===== config.mk =====
export PLATFORM = sky130hd
export DESIGN_NAME = dscr_regs
export DESIGN_NICKNAME = d
export VERILOG_FILES = /design/src/hdl/dscr_parity_mon.v /design/src/hdl/dscr_regs.v
export VERILOG_INCLUDE_DIRS = /design/src /design/src/hdl
export SDC_FILE = /design/constraint.sdc
export NUM_CORES = 1
export LEC_CHECK = 0
export ABC_CLOCK_PERIOD_IN_PS = 6940
export BUFFER_PORTS_ARGS = -buffer_cell sky130_fd_sc_hd__buf_4
export CAP_MARGIN = 25
export CELL_PAD_IN_SITES_DETAIL_PLACEMENT = 1
export CELL_PAD_IN_SITES_GLOBAL_PLACEMENT = 2
export CORE_MARGIN = 3
export CORE_UTILIZATION = 43
export DETAILED_ROUTE_END_ITERATION = 10
export PLACE_DENSITY = 0.92
export SLEW_MARGIN = 20
export SYNTH_ARGS = -nofsm -noshare
export SYNTH_HDL_FRONTEND = slang
export SYNTH_SLANG_ARGS = --single-unit

===== constraint.sdc =====
create_clock -name clk -period 6.94 [get_ports clk]
set_input_delay 0.694 -clock clk [delete_from_list [all_inputs] [get_ports clk]]
set_output_delay 0.694 -clock clk [all_outputs]
set_load 0.05 [all_outputs]

===== src/hdl/dscr_map.vh =====
// register offsets, field positions, reset values and timing counts
// assumes: included by the register bank and its parity monitor
`ifndef DSCR_MAP_VH
`define DSCR_MAP_VH
`define DSCR_ADDR_RESET 8'h01
`define DSCR_ADDR_GENCFG 8'h02
`define DSCR_ADDR_VERSION 8'h03
`define DSCR_ADDR_DEVCOND 8'h04
`define DSCR_ADDR_PAR_UP 8'h05
`define DSCR_ADDR_PAR_LO 8'h06
`define DSCR_ADDR_CCTO 8'h07
`define DSCR_ADDR_BUSCTL1 8'h08
`define DSCR_BIT_RELOAD 2
`define DSCR_BIT_PAR_EN 1
`define DSCR_BIT_CKSUM 7
`define DSCR_BIT_INIT 6
`define DSCR_BIT_PASS 3
`define DSCR_BIT_LOCK 2
`define DSCR_BIT_CCTO_OFF 0
`define DSCR_BIT_RWR_BLOCK 7
`define DSCR_RST_GENCFG 8'h1E
`define DSCR_RST_PAR_UP 8'h01
`define DSCR_RST_PAR_LO 8'h00
`define DSCR_RST_CCTO 8'hFE
`define DSCR_RST_BUSCTL1 8'h00
// version value is arbitrary
`define DSCR_VERSION_VAL 8'h50
`define DSCR_TICK_MS 2
`define DSCR_CLK_KHZ 200000
`define DSCR_TICK_CYC (`DSCR_TICK_MS * `DSCR_CLK_KHZ)
`endif


===== src/hdl/dscr_parity_mon.v =====
// per-port parity error counter with sticky limit flag
// assumes: parity_err is a one-cycle pulse per detected error
`timescale 1ns/1ps
`include "dscr_map.vh"
module dscr_parity_mon
(
    input wire clk,
    input wire rst,
    input wire enable,
    input wire parity_err,
    input wire [15:0] limit,
    input wire flag_clear,
    output reg limit_hit_q
);
reg [15:0] count_q;
wire hit_d;
// counter saturates so a long burst never wraps below the limit
assign hit_d = enable && (count_q >= limit);
always @(posedge clk or posedge rst)
begin
    if (rst)
    begin
        count_q <= 16'h0000;
        limit_hit_q <= 1'b0;
    end
    else
    begin
        // (RL15) counter clears when disabled
        if (!enable)
            count_q <= 16'h0000;
        else if (parity_err && count_q != 16'hFFFF)
            count_q <= count_q + 16'h0001;
        // (RL7) flag at threshold reached
        if (hit_d)
            limit_hit_q <= 1'b1;
        else if (flag_clear)
            limit_hit_q <= 1'b0;
    end
end
endmodule


===== src/hdl/dscr_regs.v =====
// shared configuration and status register bank of the deserializer
// assumes: one-cycle reg_wr/reg_rd strobes from the control bus slave
// Operation
// (RL1) parity check enable bit one, default set
// (RL2) checksum-valid status at bit seven
// (RL3) init-done status at bit six
// (RL4) latched self-test status follows pass pin
// (RL5) latched link status follows lock pin
// (RL6) sixteen-bit parity threshold from two bytes
// (RL7) per-port flag when errors reach threshold
// (RL8) abort channel transaction after programmed timeout
// (RL9) software never programs timeout value zero
// (RL10) watchdog stopped while disable bit set
// (RL11) block remote register writes when bit set
// (RL12) remote forwarding to far targets continues
// (RL13) rom reload bit restarts configuration load
// (RL14) latched bit clears on read if gone
// (RL15) counter clears when off; flag stays set
`timescale 1ns/1ps
`include "dscr_map.vh"
module dscr_regs
#(
    parameter TICK_CYC = `DSCR_TICK_CYC
)
(
    input wire clk,
    input wire rst,
    input wire reg_wr,
    input wire reg_rd,
    input wire reg_remote,
    input wire [7:0] reg_addr,
    input wire [7:0] reg_wdata,
    output reg [7:0] reg_rdata_q,
    input wire pass_pin,
    input wire lock_pin,
    input wire rom_done,
    input wire rom_cksum_ok,
    output reg rom_reload_q,
    input wire [1:0] parity_err,
    output reg [1:0] rx_port_status_one_q,
    input wire [1:0] status_clear,
    input wire cc_busy,
    output reg cc_abort_q,
    input wire remote_target_req,
    output reg remote_target_fwd_q
);
// ========================================
// registers
reg [7:0] gencfg_q;
reg [7:0] par_up_q;
reg [7:0] par_lo_q;
reg [7:0] ccto_q;
reg [7:0] busctl1_q;
reg pass_q;
reg lock_q;
reg init_done_q;
reg cksum_ok_q;
reg [31:0] tick_cnt_q;
reg [6:0] unit_cnt_q;
wire wr_ok;
wire [15:0] limit;
wire [1:0] hit;
wire tick;
wire [7:0] cond;

function sel;
    input [7:0] addr;
    input [7:0] want;
    begin
        sel = (addr == want);
    end
endfunction

// (RL11) remote writes dropped when blocked
assign wr_ok = reg_wr && !(reg_remote && busctl1_q[`DSCR_BIT_RWR_BLOCK]);
// (RL6) threshold from upper and lower bytes
assign limit = {par_up_q, par_lo_q};
assign cond = {cksum_ok_q, init_done_q, 2'b00, pass_q, lock_q, 2'b00};

always @(posedge clk or posedge rst)
begin
    if (rst)
    begin
        gencfg_q <= `DSCR_RST_GENCFG;
        par_up_q <= `DSCR_RST_PAR_UP;
        par_lo_q <= `DSCR_RST_PAR_LO;
        ccto_q <= `DSCR_RST_CCTO;
        busctl1_q <= `DSCR_RST_BUSCTL1;
        rom_reload_q <= 1'b0;
    end
    else
    begin
        // (RL13) self-clearing reload pulse
        rom_reload_q <= wr_ok && sel(reg_addr, `DSCR_ADDR_RESET) && reg_wdata[`DSCR_BIT_RELOAD];
        if (wr_ok)
        begin
            // (RL1) enable held in general config
            if (sel(reg_addr, `DSCR_ADDR_GENCFG))
                gencfg_q <= reg_wdata;
            if (sel(reg_addr, `DSCR_ADDR_PAR_UP))
                par_up_q <= reg_wdata;
            if (sel(reg_addr, `DSCR_ADDR_PAR_LO))
                par_lo_q <= reg_wdata;
            if (sel(reg_addr, `DSCR_ADDR_CCTO))
                ccto_q <= reg_wdata;
            if (sel(reg_addr, `DSCR_ADDR_BUSCTL1))
                busctl1_q <= reg_wdata;
        end
    end
end

// ========================================
// status capture
always @(posedge clk or posedge rst)
begin
    if (rst)
    begin
        pass_q <= 1'b0;
        lock_q <= 1'b0;
        init_done_q <= 1'b0;
        cksum_ok_q <= 1'b0;
    end
    else
    begin
        // (RL3) init done, cleared by reload
        if (rom_reload_q)
            init_done_q <= 1'b0;
        else if (rom_done)
            init_done_q <= 1'b1;
        // (RL2) checksum captured at init end
        if (rom_reload_q)
            cksum_ok_q <= 1'b0;
        else if (rom_done)
            cksum_ok_q <= rom_cksum_ok;
        // (RL4) pass latched high
        // (RL14) read clears only if gone
        if (pass_pin)
            pass_q <= 1'b1;
        else if (reg_rd && sel(reg_addr, `DSCR_ADDR_DEVCOND))
            pass_q <= 1'b0;
        // (RL5) lock latched high
        if (lock_pin)
            lock_q <= 1'b1;
        else if (reg_rd && sel(reg_addr, `DSCR_ADDR_DEVCOND))
            lock_q <= 1'b0;
    end
end

// ========================================
// parity monitors
genvar gi;
generate
    for (gi = 0; gi < 2; gi = gi + 1)
    begin : g_port
        dscr_parity_mon u_mon
        (
            .clk(clk),
            .rst(rst),
            .enable(gencfg_q[`DSCR_BIT_PAR_EN]),
            .parity_err(parity_err[gi]),
            .limit(limit),
            .flag_clear(status_clear[gi]),
            .limit_hit_q(hit[gi])
        );
    end
endgenerate

// ========================================
// control channel watchdog
// whole-tick granularity; every unit is a full 2 ms tick, counting from zero when busy starts
assign tick = (tick_cnt_q == TICK_CYC - 1);
always @(posedge clk or posedge rst)
begin
    if (rst)
    begin
        tick_cnt_q <= 32'h00000000;
        unit_cnt_q <= 7'h00;
        cc_abort_q <= 1'b0;
    end
    else
    begin
        cc_abort_q <= 1'b0;
        // (RL10) watchdog idle while disabled
        if (ccto_q[`DSCR_BIT_CCTO_OFF] || !cc_busy)
        begin
            tick_cnt_q <= 32'h00000000;
            unit_cnt_q <= 7'h00;
        end
        else
        begin
            tick_cnt_q <= tick ? 32'h00000000 : tick_cnt_q + 32'h00000001;
            // (RL8) abort after timeout units
            // (RL9) zero timeout aborts on first tick
            if (tick)
            begin
                if (unit_cnt_q + 7'h01 >= ccto_q[7:1])
                begin
                    cc_abort_q <= 1'b1;
                    unit_cnt_q <= 7'h00;
                end
                else
                    unit_cnt_q <= unit_cnt_q + 7'h01;
            end
        end
    end
end

// ========================================
// read data and outputs
always @(posedge clk or posedge rst)
begin
    if (rst)
    begin
        reg_rdata_q <= 8'h00;
        rx_port_status_one_q <= 2'b00;
        remote_target_fwd_q <= 1'b0;
    end
    else
    begin
        rx_port_status_one_q <= hit;
        // (RL12) forwarding ignores write block
        remote_target_fwd_q <= remote_target_req;
        if (reg_rd)
        begin
            case (reg_addr)
                `DSCR_ADDR_GENCFG: reg_rdata_q <= gencfg_q;
                `DSCR_ADDR_VERSION: reg_rdata_q <= `DSCR_VERSION_VAL;
                `DSCR_ADDR_DEVCOND: reg_rdata_q <= cond;
                `DSCR_ADDR_PAR_UP: reg_rdata_q <= par_up_q;
                `DSCR_ADDR_PAR_LO: reg_rdata_q <= par_lo_q;
                `DSCR_ADDR_CCTO: reg_rdata_q <= ccto_q;
                `DSCR_ADDR_BUSCTL1: reg_rdata_q <= busctl1_q;
                default: reg_rdata_q <= 8'h00;
            endcase
        end
    end
end
endmodule


==> impl_metrics.csv <==
group,metric,value,unit
floorplanning,dieHeight,138,um
drt,wl_per_cell,20.5,um
clock_tree,root_buffer,"clkbuf_16",
logic_synthesis,yosysWarnings,0,
grt,grt_pass1_wl,34.0,mm
setup_path,r2r_start,"unit_cnt_q[0]",
drt,drtIter0Drc,348,
clock_tree,cts_hold_buf,0,
clock_tree,tritoncts,"built",
setup_path,cp.required,7.27,ns
drt,routed_wl,20.8,mm
outcome,status,"complete, no violations",
layout,multi_input_area,0.00395,sq mm
timing,totalNegativeSetupSlack,0,ns
timing,clock_skew,0.00941,ns
clock_tree,cts_sinks,130,
setup_path,slowest_delay,0.66,ns
placement,hpwl,14.4,mm
grt,gr-usage-met1,29.0,%
grt,busiest_layer,"met2",
power,p_leak,3.75,nW
logic_synthesis,ys_async_sr_fraction,100,%
power,p_total,2.15,mW
timing,maxSlewHeadroom,30.4,%
grt,antenna_found_initial,0,
drt,drt-pass1-iter-count,4,
grt,grt_max_degree,84,
logic_synthesis,synthesis.area,0.00747,sq mm
clock_tree,cts_buffer_depth,2,
power,p_int,1.53,mW
floorplanning,core-area,0.0168,sq mm
logic_synthesis,synth_cells,740,
logic_synthesis,synth_edf_count,0,
logic_synthesis,syn-num-nets,814,
layout,areaGrowthSynthToFinish,14.7,%
clock_tree,clk_latency,0.43,ns
drt,viasPerCell,5.89,
logic_synthesis,postSynthAreaPerCell,10.1,sq um
floorplanning,die_area,0.0190,sq mm
clock_tree,cts_setup_buffers,0,
min_path,hold_class,"in -> async",
floorplanning,std_cell_rows,47,
logic_synthesis,seq_area_frac_synth,43.7,%
setup_path,startpoint,"unit_cnt_q[0]",
setup_path,crit_slowest_cell,"a21oi_1",
grt,grt_use_met3,4.57,%
setup_path,critPathLaunchType,"flip-flop",
power,powerDensity,251,mW/mm^2
power,irDropWorstVdd,205,uV
floorplanning,die_w,138,um
drt,drc,0,
layout,final_cell_mix,"dfrtp_1 (118), nand2_1 (53), nor2_1 (49)",
layout,drive_gt1_share,21.2,%
placement,io_buffers,43,
power,power_frac_seq,41.4,%
layout,fillers,1895,
grt,grt_use_met2,39.4,%
setup_path,path_common_cell,"a21oi_1",
timing,period_minus_slack,3.19,ns
floorplanning,initial_core_util,44.4,%
timing,rsz0062_at_grt,"no",
grt,grt_usage,23.2,%
setup_path,worstPathCellList,"ha_1, nand3_1, nor2_1, xor2_1, ha_1, a21oi_1, nand3_1, a21oi_1, nand4b_1, a21oi_1",
setup_path,path_max_fanout,10,
logic_synthesis,ys.flop_type,"dfrtp_1",
power,power_switching,0.624,mW
timing,drv_slew,0,
grt,grt_pass1_vias,6467,
timing,setup_viol_count_final,0,
power,p_clk_share,43.1,%
flow_run,max_cap_viol_count,0,
timing,clock.fmax,313,MHz
timing,tightest_slew,1.03,ns
layout,diodes,0,
layout,final_common_cell,"dfrtp_1",
setup_path,endpoint_kind,"flip-flop",
setup_path,critPathKind,"reg -> reg",
timing,whs,0.369,ns
logic_synthesis,synth_cell_types,65,
grt,grt_remaining_overflow,0,
logic_synthesis,ys_seq_elements,130,
power,combPwrFrac,15.5,%
power,switching_share,29.0,%
clock_tree,clk_pin_slew,0.06,ns
clock_tree,post_cts_resized,0,
clock_tree,htreeDepth,4,
timing,finalHoldViolations,0,
clock_tree,numCtsBuffers,17,
drt,vias,5984,
layout,seqCellArea,0.00327,sq mm
floorplanning,ios,44,
layout,nNetsFinal,857,
placement,gp_congestion,0.884,
setup_path,cp.arrival,3.53,ns
timing,fin_crit_sh,46.0,%
drt,ant_nets,0,
## final timing paths
kind                                               end  slack (ns)  cells after the start
setup / recovery                         unit_cnt_q[2]        3.75                     10
hold / removal             g_port[1].u_mon.limit_hit_q        0.37                      2
setup reg to reg                         unit_cnt_q[2]        3.75                     10
hold reg to reg                rx_port_status_one_q[1]        0.40                      0
max in group asynchronous                unit_cnt_q[6]        5.39                      3
min in group clk                   remote_target_fwd_q        0.38                      1
## critical path: cells and delay by family, from the launching register on
kind                       cells  cell delay (ns)
AOI/OAI and AO/OA              3             1.08
adders and majority gates      2             0.59
xor gates and xnor gates       1             0.25
and+or+nand+nor                4             0.75
DFF                            1             0.41
## layout make-up
type / instances / share of cell area [%]
tap: 220 / 3.21
sequential: 130 / 38.1
multi-input combinational: 552 / 46.0
clock buffer: 18 / 5.12
inverter: 38 / 1.69
clock inverter: 14 / 1.91
timing repair buffer: 44 / 3.90
## Yosys cell counts (all sizes together), types with 12 or more instances
cell,number,area share [%]
nor3,15,1.2
xnor2,17,2.0
nand3,39,2.6
dfrtp,118,40
o21ai,21,1.4
and4,13,1.5
inv,38,1.9
ha,43,7.2
nor2,71,4.4
nand4,25,2.4
a21oi,35,2.3
nand2,55,2.9
mux2,44,6.6
xor2,32,3.8
dfstp,12,4.2
## state kept, by name, summed over array words and instances (netlist names)
name                      flops
cc_abort_q                    1
pass_q                        1
rx_port_status_one_q          2
rom_reload_q                  1
reg_rdata_q                   8
g_port.u_mon.limit_hit_q      2
cksum_ok_q                    1
g_port.u_mon.count_q         32
lock_q                        1
unit_cnt_q                    7
busctl1_q                     8
par_lo_q                      8
tick_cnt_q                   32
init_done_q                   1
remote_target_fwd_q           1
ccto_q                        8
gencfg_q                      8
par_up_q                      8
## cell families (layout without fill, tap and decap cells)
logic type | count (synthesis) | count (layout) | share of synthesized area (%)
mux | 49 | 49 | 7.30
xor+xnor | 49 | 49 | 5.74
flops | 130 | 130 | 43.7
simple gates | 288 | 288 | 21.8
compound gates | 123 | 123 | 10.7
fa+ha+maj | 43 | 43 | 7.20
buf+inv | 58 | 114 | 3.57
## power by group through the flow
stage	registers (mW)	clock network, mW	logic [mW]
2_1_floorplan	0.896	0	0.220
3_3_place_gp	0.896	0	0.310
3_5_place_dp	0.900	0	0.329
4_1_cts	0.889	0.942	0.337
5_1_grt	0.898	0.981	0.376
6_report	0.889	0.927	0.333
## stage by stage
| step | cell area, sq um | cells | utilization [%] | worst slack (ns) |
|---|---|---|---|---|
| after floorplan | 7470 | 740 | - | 2.80 |
| after global placement | 7960 | 984 | 47.3 | 4.27 |
| after detailed placement | 7960 | 984 | 47.3 | 4.01 |
| after CTS | 8560 | 1016 | 50.9 | 3.81 |
| after global routing | 8570 | 1016 | 51.0 | 3.49 |
| final | 8570 | 1016 | 51.0 | 3.75 |
## metal layers
| metal | routed length, um | vias to the layer above |
|---|---|---|
| met2 | 10300 | 127 |
| met5 | 0 | - |
| met4 | 579 | 0 |
| met3 | 754 | 42 |
| met1 | 9160 | 3050 |
| li1 | - | 2765 |
Power figures use the tool's default switching activity.
